<file path="config.mk">
export PLATFORM = sky130hd
export DESIGN_NAME = dclsc_line_state
export DESIGN_NICKNAME = d
export VERILOG_FILES = /design/src/dclsc_pkg.sv /design/src/dclsc_pin_sync.sv /design/src/dclsc_line_state.sv
export VERILOG_INCLUDE_DIRS = /design/src
export SDC_FILE = /design/constraint.sdc
export NUM_CORES = 1
export LEC_CHECK = 0
export BUFFER_PORTS_ARGS = -buffer_cell sky130_fd_sc_hd__buf_4
export CORE_MARGIN = 4
export CORE_UTILIZATION = 55
export CTS_BUF_LIST = sky130_fd_sc_hd__clkbuf_8 sky130_fd_sc_hd__clkbuf_16
export DETAILED_ROUTE_END_ITERATION = 10
export HOLD_SLACK_MARGIN = 0.12
export PLACE_DENSITY = 0.79
export SYNTH_ARGS = -nofsm -noshare
export SYNTH_HDL_FRONTEND = slang
export SYNTH_SLANG_ARGS = --single-unit
</file>
<file path="constraint.sdc">
create_clock -name clk_sys_i -period 5 [get_ports clk_sys_i]
set_input_delay 0.5 -clock clk_sys_i [delete_from_list [all_inputs] [get_ports clk_sys_i]]
set_output_delay 0.5 -clock clk_sys_i [all_outputs]
set_load 0.005 [all_outputs]
</file>
<file path="src/dclsc_cfg.svh">
// register offsets, field positions and reset values of the line state control
`ifndef DCLSC_CFG_SVH
`define DCLSC_CFG_SVH
`define DCLSC_REG_CTRL 8'h00
`define DCLSC_REG_STATUS 8'h04
`define DCLSC_REG_LINE_SEL 8'h08
`define DCLSC_REG_LINE_STATE 8'h0C
`define DCLSC_REG_WT_COUNT 8'h10
`define DCLSC_CTRL_IGNORE_BIT 0
`define DCLSC_CTRL_RST 1'h0
`define DCLSC_CNT_W 16
`define DCLSC_LINE_BEATS 4
`define DCLSC_NUM_LINES 8
`define DCLSC_PIN_POL 2
`define DCLSC_PIN_NA 1
`define DCLSC_PIN_BURST_READY 0
`define DCLSC_PIN_RST 3'h3
`endif

</file>
<file path="src/dclsc_pkg.sv">
// types shared by the line state control files
package dclsc_pkg;
    typedef enum logic [1:0] {
        DCLSC_I = 2'h0,
        DCLSC_S = 2'h1,
        DCLSC_E = 2'h2,
        DCLSC_M = 2'h3
    } dclsc_mesi_t;
    typedef enum logic [2:0] {
        ST_IDLE = 3'h0,
        ST_FILL = 3'h1,
        ST_WTHRU = 3'h3,
        ST_WBACK = 3'h2
    } dclsc_fsm_t;
    typedef enum logic [1:0] {
        OP_READ = 2'h0,
        OP_WRITE = 2'h1,
        OP_REPLACE = 2'h2,
        OP_INQUIRY = 2'h3
    } dclsc_op_t;
    typedef enum logic [1:0] {
        BUS_NONE = 2'h0,
        BUS_FILL = 2'h1,
        BUS_WRITE = 2'h2,
        BUS_WBACK = 2'h3
    } dclsc_bus_t;
endpackage

</file>
<file path="src/dclsc_pin_sync.sv">
// three-stage pin synchroniser, level moves once stages two and three agree
`timescale 1ns/1ns
module dclsc_pin_sync #(
    parameter int WIDTH = 3,
    parameter logic [WIDTH-1:0] RST_VAL = '0
) (
    input wire logic clk_sys_i,
    input wire logic rst_n_i,
    input wire logic [WIDTH-1:0] pin_i,
    output logic [WIDTH-1:0] level_o
);
    typedef struct packed {
        logic [WIDTH-1:0] s1;
        logic [WIDTH-1:0] s2;
        logic [WIDTH-1:0] s3;
        logic [WIDTH-1:0] lvl;
    } dclsc_sync_t;

    dclsc_sync_t sync_reg;
    dclsc_sync_t sync_next;

    if (WIDTH < 1) begin : g_chk
        $error("dclsc_pin_sync: WIDTH must be at least 1");
    end

    always_comb begin
        sync_next = sync_reg;
        sync_next.s1 = pin_i;
        sync_next.s2 = sync_reg.s1;
        sync_next.s3 = sync_reg.s2;
        // s1 feeds only s2; a bit whose late stages differ holds its old level
        sync_next.lvl = (sync_reg.lvl & (sync_reg.s2 ^ sync_reg.s3))
            | (sync_reg.s2 & ~(sync_reg.s2 ^ sync_reg.s3));
    end

    always_ff @(posedge clk_sys_i) begin
        if (!rst_n_i) begin
            sync_reg <= {4{RST_VAL}};
        end else begin
            sync_reg <= sync_next;
        end
    end

    assign level_o = sync_reg.lvl;
endmodule

</file>
<file path="src/dclsc_line_state.sv">
// per-line coherence state keeper with bus sequencing and register port
//
// The strobed register port and the address map were decided locally.
`timescale 1ns/1ns
`include "dclsc_cfg.svh"
module dclsc_line_state #(
    parameter int NUM_LINES = `DCLSC_NUM_LINES,
    parameter int LINE_BEATS = `DCLSC_LINE_BEATS,
    parameter int ADDR_W = 8
) (
    input wire logic clk_sys_i,
    input wire logic rst_n_i,
    input wire logic op_valid_i,
    input wire dclsc_pkg::dclsc_op_t op_kind_i,
    input wire logic [$clog2(NUM_LINES)-1:0] op_line_i,
    input wire logic inquiry_invalidate_i,
    input wire logic page_write_through_bit_i,
    output logic op_ready_o,
    output logic op_done_o,
    input wire logic policy_select_pin_i,
    input wire logic next_address_request_n_i,
    input wire logic burst_ready_n_i,
    output logic bus_req_o,
    output dclsc_pkg::dclsc_bus_t bus_kind_o,
    output logic [$clog2(NUM_LINES)-1:0] bus_line_o,
    input wire logic [ADDR_W-1:0] reg_addr_i,
    input wire logic [31:0] reg_wdata_i,
    input wire logic reg_wr_i,
    input wire logic reg_rd_i,
    output logic [31:0] reg_rdata_o
);
    import dclsc_pkg::*;

    localparam int IDX_W = $clog2(NUM_LINES);
    localparam int BEAT_W = $clog2(LINE_BEATS + 1);

    if (NUM_LINES < 2 || LINE_BEATS < 1 || ADDR_W < 8) begin : g_chk
        $error("dclsc_line_state: unsupported parameter values");
    end

    typedef struct packed {
        dclsc_fsm_t fsm;
        dclsc_mesi_t [NUM_LINES-1:0] lines;
        logic [IDX_W-1:0] cur;
        dclsc_mesi_t result;
        logic wt;
        logic sampled;
        logic [BEAT_W-1:0] beats;
        logic bus_req;
        dclsc_bus_t bus_kind;
        logic ready;
        logic done;
        logic ignore_pin;
        logic [IDX_W-1:0] sel;
        logic [`DCLSC_CNT_W-1:0] wt_cnt;
        logic [31:0] rdata;
    } dclsc_state_t;

    dclsc_state_t st_reg;
    dclsc_state_t st_next;
    dclsc_state_t st_rst;

    logic [2:0] pin_lvl;
    logic pol_high;
    logic na_act;
    logic burst_ready_act;
    logic pol_eff;
    logic last_beat;
    logic accept;
    dclsc_mesi_t cur_ls;

    dclsc_pin_sync #(
        .WIDTH(3),
        .RST_VAL(`DCLSC_PIN_RST)
    ) u_pin_sync (
        .clk_sys_i(clk_sys_i),
        .rst_n_i(rst_n_i),
        .pin_i({policy_select_pin_i, next_address_request_n_i, burst_ready_n_i}),
        .level_o(pin_lvl)
    );

    assign pol_high = pin_lvl[`DCLSC_PIN_POL];
    assign na_act = !pin_lvl[`DCLSC_PIN_NA];
    assign burst_ready_act = !pin_lvl[`DCLSC_PIN_BURST_READY];
    // page bit and software override both force the write-through reading
    assign pol_eff = pol_high && !st_reg.wt && !st_reg.ignore_pin;
    assign last_beat = st_reg.beats == BEAT_W'(LINE_BEATS - 1);
    assign accept = op_valid_i && st_reg.ready;
    assign cur_ls = st_reg.lines[op_line_i];

    always_comb begin
        st_rst = '0;
        st_rst.fsm = ST_IDLE;
        st_rst.lines = {NUM_LINES{DCLSC_I}};
        st_rst.result = DCLSC_I;
        st_rst.bus_kind = BUS_NONE;
        st_rst.ready = 1'b1;
        st_rst.ignore_pin = `DCLSC_CTRL_RST;
    end

    always_comb begin
        st_next = st_reg;
        st_next.done = 1'b0;
        st_next.rdata = '0;
        case (st_reg.fsm)
            ST_IDLE: begin
                if (accept) begin
                    st_next.cur = op_line_i;
                    st_next.wt = page_write_through_bit_i;
                    st_next.sampled = 1'b0;
                    st_next.beats = '0;
                    st_next.done = 1'b1;
                    case (op_kind_i)
                        OP_READ: begin
                            if (cur_ls == DCLSC_I) begin
                                st_next.fsm = ST_FILL;
                                st_next.bus_kind = BUS_FILL;
                            end
                            // hit: state left alone
                        end
                        OP_WRITE: begin
                            case (cur_ls)
                                DCLSC_E: begin
                                    if (page_write_through_bit_i) begin
                                        st_next.fsm = ST_WTHRU;
                                    end else begin
                                        st_next.lines[op_line_i] = DCLSC_M;
                                    end
                                end
                                DCLSC_M: begin
                                    if (page_write_through_bit_i) begin
                                        st_next.fsm = ST_WTHRU;
                                    end
                                end
                                default: begin
                                    // shared lines and misses go to the bus
                                    st_next.fsm = ST_WTHRU;
                                end
                            endcase
                            st_next.result = cur_ls;
                            st_next.bus_kind = st_next.fsm == ST_WTHRU ? BUS_WRITE : BUS_NONE;
                        end
                        OP_REPLACE: begin
                            if (cur_ls == DCLSC_M) begin
                                st_next.fsm = ST_WBACK;
                                st_next.bus_kind = BUS_WBACK;
                            end
                            st_next.result = DCLSC_I;
                            if (cur_ls != DCLSC_M) begin
                                st_next.lines[op_line_i] = DCLSC_I;
                            end
                        end
                        default: begin
                            st_next.result = inquiry_invalidate_i ? DCLSC_I : DCLSC_S;
                            if (cur_ls == DCLSC_M) begin
                                st_next.fsm = ST_WBACK;
                                st_next.bus_kind = BUS_WBACK;
                            end else if (cur_ls != DCLSC_I) begin
                                st_next.lines[op_line_i] = st_next.result;
                            end
                        end
                    endcase
                    if (st_next.fsm != ST_IDLE) begin
                        st_next.done = 1'b0;
                        st_next.ready = 1'b0;
                        st_next.bus_req = 1'b1;
                    end
                end
            end
            ST_FILL: begin
                if (!st_reg.sampled && (na_act || burst_ready_act)) begin
                    st_next.sampled = 1'b1;
                    // fill never lands in Modified
                    st_next.lines[st_reg.cur] = pol_eff ? DCLSC_E : DCLSC_S;
                end
                if (burst_ready_act) begin
                    st_next.beats = st_reg.beats + BEAT_W'(1);
                    if (last_beat) begin
                        st_next.fsm = ST_IDLE;
                        st_next.bus_req = 1'b0;
                        st_next.bus_kind = BUS_NONE;
                        st_next.ready = 1'b1;
                        st_next.done = 1'b1;
                    end
                end
            end
            ST_WTHRU: begin
                if (burst_ready_act) begin
                    // pin taken at the single data beat
                    if (st_reg.result == DCLSC_S && pol_eff) begin
                        st_next.lines[st_reg.cur] = DCLSC_E;
                    end else begin
                        st_next.lines[st_reg.cur] = st_reg.result;
                    end
                    st_next.wt_cnt = st_reg.wt_cnt + `DCLSC_CNT_W'(1);
                    st_next.fsm = ST_IDLE;
                    st_next.bus_req = 1'b0;
                    st_next.bus_kind = BUS_NONE;
                    st_next.ready = 1'b1;
                    st_next.done = 1'b1;
                end
            end
            ST_WBACK: begin
                if (burst_ready_act) begin
                    st_next.beats = st_reg.beats + BEAT_W'(1);
                    if (last_beat) begin
                        // state drops only after the whole line is out
                        st_next.lines[st_reg.cur] = st_reg.result;
                        st_next.fsm = ST_IDLE;
                        st_next.bus_req = 1'b0;
                        st_next.bus_kind = BUS_NONE;
                        st_next.ready = 1'b1;
                        st_next.done = 1'b1;
                    end
                end
            end
            default: begin
                st_next = st_rst;
            end
        endcase

        if (reg_wr_i) begin
            case (reg_addr_i[7:0])
                `DCLSC_REG_CTRL: begin
                    st_next.ignore_pin = reg_wdata_i[`DCLSC_CTRL_IGNORE_BIT];
                end
                `DCLSC_REG_LINE_SEL: begin
                    st_next.sel = reg_wdata_i[IDX_W-1:0];
                end
                default: begin
                end
            endcase
        end
        if (reg_rd_i) begin
            case (reg_addr_i[7:0])
                `DCLSC_REG_CTRL: begin
                    st_next.rdata = 32'(st_reg.ignore_pin);
                end
                `DCLSC_REG_STATUS: begin
                    st_next.rdata = 32'({st_reg.bus_kind, st_reg.bus_req, st_reg.fsm});
                end
                `DCLSC_REG_LINE_SEL: begin
                    st_next.rdata = 32'(st_reg.sel);
                end
                `DCLSC_REG_LINE_STATE: begin
                    st_next.rdata = 32'(st_reg.lines[st_reg.sel]);
                end
                `DCLSC_REG_WT_COUNT: begin
                    st_next.rdata = 32'(st_reg.wt_cnt);
                end
                default: begin
                    st_next.rdata = '0;
                end
            endcase
        end
        if (reg_addr_i[1:0] != 2'h0) begin
            // unaligned addresses read zero, writes are dropped
            st_next.rdata = '0;
            st_next.ignore_pin = st_reg.ignore_pin;
            st_next.sel = st_reg.sel;
        end
    end

    always_ff @(posedge clk_sys_i) begin
        if (!rst_n_i) begin
            st_reg <= st_rst;
        end else begin
            st_reg <= st_next;
        end
    end

    assign op_ready_o = st_reg.ready;
    assign op_done_o = st_reg.done;
    assign bus_req_o = st_reg.bus_req;
    assign bus_kind_o = st_reg.bus_kind;
    assign bus_line_o = st_reg.cur;
    assign reg_rdata_o = st_reg.rdata;
endmodule

</file>
---- Yosys cells after proc, flatten, opt, wreduce, memory -nomap -nowiden ----
Cells that the tools add are included.
cells by class
  $add $sub $neg .......................... 2
  magnitude comparators ................... 5
  equality and inequality tests ........... 33
  mux-type cells .......................... 60
  bitwise operators ....................... 17
  reductions and logical operators ........ 36
operator list
  cell                                                        number
  2-to-1 mux 16 bit                                           8
  one-hot mux 16 bit (5 select lines)                         1
  one-hot mux 19 bit (4 select lines)                         1
  2-to-1 mux 19 bit                                           3
  bitwise mux 16 bit                                          3
  one-hot mux 16 bit (3 select lines)                         1
  2-to-1 mux 3 bit                                            12
  2-to-1 mux 34 bit                                           1
  one-hot mux 16 bit (2 select lines)                         1
  inequality test 2 bit, second input constant                11
  2-to-1 mux 2 bit                                            9
  adder 16 x 1 -> 16 bit, second input constant               1
  AND 16 bit                                                  1
  equality test 8 x 4 -> 1 bit, second input constant         2
  inverter 16 bit                                             1
  bitwise OR 16 bit                                           1
  one-hot mux 5 bit (3 select lines)                          1
  binary-select mux 2 bit (select 3 bit)                      2
  demux 2 bit (select 3 bit)                                  2
  equality test 3 x 2 -> 1 bit, second input constant         4
  less-than comparator 3 x 4 -> 1 bit, second input constant  3
  inequality test 4 x 2 -> 1 bit, second input constant       3
  one-hot mux 6 bit (2 select lines)                          1
  AND reduction 6 bit                                         2
  other kinds (42)                                            78
word-level totals
  bits in registers ....................... 98
  output and inout port bits .............. 40

---- Logic depth before layout (Yosys ltp) ----
  depth in word-level cells ............... 15
  gate-level depth with buffers ........... 10
  mapped depth without buffers ............ 8

---- Cells and area by module ----
From an unflattened synthesis, not the netlist that was laid out.
unflattened totals
  cell total of the unflattened synthesis .. 588
  area, all modules ....................... 4708.3 um2
modules (own cells, without submodules)
  module            times used  cells an instance  area an instance (um2)  seq. area each (um2)
  dclsc_line_state  1           554                4329.2                  1401.3
  dclsc_pin_sync    1           34                 379.1                   240.2

---- Worst setup path before layout ----
Ideal clock, no wire load.
  path type ............................... input-to-reg
  start point ............................. in op_line_i[0]
  end point ............................... reg st_reg[69] in the netlist's numbering
  setup time .............................. 0.119 ns
  arrival ................................. 2.210 ns
  required time ........................... 4.881 ns
  setup slack ............................. 2.671 ns
  cell stages on the path ................. 8
  path through ............................ buf_6 mux4_2 mux2i_4 nor3_1 o21ai_0 clkbuf_1 a21oi_1 o221a_2
on the way
  word-level cells in the longest chain between the ends .. 10
ends and longest elaborated chain
  item                                                                                                                     RTL line                                                                   text
  from (decl)                                                                                                              dclsc_line_state.sv:15                                                     input wire logic [$clog2(NUM_LINES)-1:0] op_line_i,
  less-than comparator 3 x 4 -> 1 bit (implied by the code) or greater-or-equal comparator 3 x 1 -> 1 bit (tied branches)  dclsc_line_state.sv:127, dclsc_line_state.sv:150, dclsc_line_state.sv:159
  logical AND 1 bit (implied by the code)                                                                                  dclsc_line_state.sv:127, dclsc_line_state.sv:150, dclsc_line_state.sv:159
  2-to-1 mux 2 bit (implied by the code)                                                                                   dclsc_line_state.sv:127, dclsc_line_state.sv:150, dclsc_line_state.sv:159
  demux 2 bit (select 3 bit)                                                                                               dclsc_line_state.sv:127, dclsc_line_state.sv:150, dclsc_line_state.sv:159
  bitwise mux 16 bit, or another cell as far along                                                                         dclsc_line_state.sv:159                                                    st_next.lines[op_line_i] = st_next.result;
  2-to-1 mux 16 bit, or another cell as far along                                                                          dclsc_line_state.sv:158                                                    end else if (cur_ls != DCLSC_I) begin
  2-to-1 mux 16 bit (on tied branches)                                                                                     dclsc_line_state.sv:155, dclsc_line_state.sv:122, dclsc_line_state.sv:149
  one-hot mux 16 bit (3 select lines)                                                                                      dclsc_line_state.sv:113                                                    case (op_kind_i)
  2-to-1 mux 34 bit                                                                                                        dclsc_line_state.sv:107                                                    if (accept) begin
  one-hot mux 19 bit (4 select lines)                                                                                      dclsc_line_state.sv:105                                                    case (st_reg.fsm)
  to (signal assigned)                                                                                                     dclsc_line_state.sv:266                                                    st_reg <= st_rst;
  to (signal assigned)                                                                                                     dclsc_line_state.sv:268                                                    st_reg <= st_next;
  to (decl)                                                                                                                dclsc_line_state.sv:59                                                     dclsc_state_t st_reg;
Several ways; a longest one is shown, not always the timed one. The select of a mux whose other input is x is not followed.
A chain may end at the register's enable or synchronous reset.

---- Worst setup path after layout ----
  start point ............................. reg st_reg[84] in the netlist's numbering
  end point ............................... reg st_reg[81] in the netlist's numbering
on the way
  word-level cells in the longest chain between the ends .. 3
ends and longest elaborated chain
  item                                                           RTL line
  equality test 3 x 1 -> 1 bit, or another cell as far along     dclsc_line_state.sv:105
  inequality test 2 bit (no line), or another cell as far along  -
  AND reduction 11 bit (no line)                                 -
Several ways; a longest one is shown, not always the timed one.

==> reports/results.tsv <==
stage	metric	value	unit
setup_path	start_kind	flip-flop	
status	status	completed	
finish	layout_commonest_cell	dfxtp_1	
clocking	ctsRootBufferMaster	clkbuf_8	
setup_path	timing.rr.start	st_reg[84]$_SDFFE_PN0P_	
setup_path	r2r_cells	5	
setup_path	crit_arrival	3390	ps
finish	fin_cells	729	
finish	layout_common_cells	dfxtp_1, nor2_1, buf_4	
hold_path	hold_path.class	primary input to flip-flop	
route	viasPerCell	6.29	
synthesis	synth_edf_count	0	
setup_path	reg2reg_slack	1920	ps
route	ant_nets	0	
floorplanning	ios	95	
clocking	post_cts_buffers	0	
synthesis	yosysWarnings	0	
placed_design	place.gp.congestion	0.926	
floorplanning	rows	34	
clocking	clockBufferDepth	2	
placed_design	dp_hpwl	8.87	mm
floorplanning	die_w	103	um
timing	relSlewSlack	21.6	%
route	drt_iter0_markers	491	
setup_path	startpoint	st_reg[84]$_SDFFE_PN0P_	
hold_path	whs_path_depth	2	
clocking	cts_max_level	3	
power_and_ir_drop	p_leak	1.97	nW
route	via_count	4586	
setup_path	end_kind	flip-flop	
timing	fin_ws	1920	ps
route	wl_per_cell	17.2	um
synthesis	synthCells	614	
clocking	clk_latency	360	ps
route	drc	0	
timing	hold_violations	0	
global_routing	groute.usage.overall	23.9	%
power_and_ir_drop	finalPower	1.33	mW
global_routing	antenna_found_initial	0	
synthesis	syn_avg_cell_area	8.15	um^2
job	maxCapViolations	0	
finish	design_area	5320	um^2
finish	largest_reg_flops	46	
global_routing	grt_max_degree	38	
global_routing	grt_pass1_vias	4207	
finish	finalNetCount	677	
synthesis	yosys-top-cells-area	dfxtp_1, buf_4, nor2_1, a21oi_1, o21ai_0	
synthesis	synth_top_area_cell	dfxtp_1	
finish	area_delta_synth_final	6.30	%
placed_design	dp_slack	1770	ps
placed_design	placed_area	5130	um^2
timing	finalCriticalPeriod	3080	ps
clocking	tritoncts	done	
clocking	cts-resized-gates	0	
timing	setup_viol	0	
global_routing	grt.overflow.total	0	
setup_path	crit_path_max_fanout	24	
clocking	cts.clk_slew.worst_paths	90	ps
hold_path	min_from	next_address_request_n_i	
clocking	cts_buffers	9	
placed_design	io_buffers	49	
synthesis	yosysSeqAreaShare	32.8	%
setup_path	critPathKind	flip-flop to flip-flop	
clocking	cts_hold_buf	0	
setup_path	required	5310	ps
timing	period_share	61.6	%
route	wirelength	12.5	mm
floorplanning	die_height	103	um
timing	fmax	0.325	GHz
finish	drive_above_1_share	15.3	%
floorplanning	start_util	57.1	%
synthesis	synthDistinctLibCells	68	
synthesis	synthFlopType	dfxtp_1	
floorplanning	design.core.area	8760	um^2
synthesis	postSynth.asyncResetShare	0	%
power_and_ir_drop	ir_worst_vdd	146	uV
timing	drv_slew	0	
global_routing	grt_pass1_wl	20.1	mm
placed_design	dpl.cell_count	713	
finish	antennaDiodeCount	0	
timing	setup_tns	0	ps
synthesis	synth_top_area_share	32.8	%
floorplanning	dieArea	10700	um^2
timing	worstMarginPinSlew	1170	ps
finish	fill_cells	782	
synthesis	ys_seq_elements	82	
timing	skew	9.00	ps
timing	grt_setup_unrepaired	false	
route	drtPass1Iterations	5	
power_and_ir_drop	powerDensity	251	nW/um^2
clocking	clkSinkCount	82	
synthesis	mappedNetlistArea	5000	um^2
==> final cells by class <==
cell class	instances	area [um^2]	share of cell area [%]
multi-input combinational	457	2920	54.8
inverter	15	56.3	1.06
clock inverter	7	61.3	1.15
sequential	82	1640	30.9
clock buffer	9	124	2.33
timing repair buffer	51	383	7.20
tap	108	135	2.54
==> path summary, 6_finish.rpt <==
path / end
setup / recovery: st_reg[81]$_SDFFE_PN0P_
hold / removal: u_pin_sync.sync_next[7]$_SDFF_PN1_
setup reg to reg: st_reg[81]$_SDFFE_PN0P_
hold reg to reg: u_pin_sync.sync_next[4]$_SDFF_PN1_
==> synthesized netlist by cell type, types with 4 or more instances <==
library cell,count
a22oi_1,13
clkbuf_1,30
buf_4,39
inv_1,15
xor2_1,9
o21ai_0,40
nor2_1,60
and3_1,5
or3b_2,6
o32ai_1,4
nor2b_1,6
ha_1,6
xnor2_1,6
nand2_1,47
nand4_1,11
or3_1,5
nor3_1,14
mux4_2,5
and2_1,16
o21a_1,10
nand3b_1,7
nand3_1,21
o211ai_1,5
a2bb2oi_1,5
nor3b_1,5
a21oi_1,42
o22ai_1,11
dfxtp_1,82
buf_1,4
nand2b_1,13
a211oi_1,5
mux2i_1,7
a221oi_2,4
a31oi_1,9
==> stage by stage <==
step | util [%] | hold slack [ps]
floorplan | - | 386
global placement | 58.6 | 392
detailed placement | 58.6 | 396
CTS | 60.7 | 316
global route | 60.7 | 320
finish | 60.7 | 320
==> cell families after synthesis <==
group                      synth area share (%)
and+or+nand+nor                            23.8
other                                    0.0750
adders and majority gates                  1.70
xor gates and xnor gates                   2.63
muxes                                      6.66
DFF                                        32.8
AOI/OAI and AO/OA                          22.2
buffers and inverters                      10.1
==> critical path: stages, from the launching register on <==
cell and delay (ps):
dfxtp_1 580, nor4bb_1 870, nor2b_1 1000, nand2_1 180
a221oi_2 270, o21a_1 140
==> metal layers <==
metal	global-route usage (%)	part of all wire, %
met5	0	0
met4	8.47	2.0
met3	4.69	9.5
met2	38.3	45
met1	32.0	43
==> report_power, final <==
group | internal, mW | switching, mW | total (mW)
Clock | 0.191 | 0.276 | 0.467
Combinational | 0.0710 | 0.116 | 0.187
Sequential | 0.662 | 0.0172 | 0.680
Power figures use the tool's default switching activity.
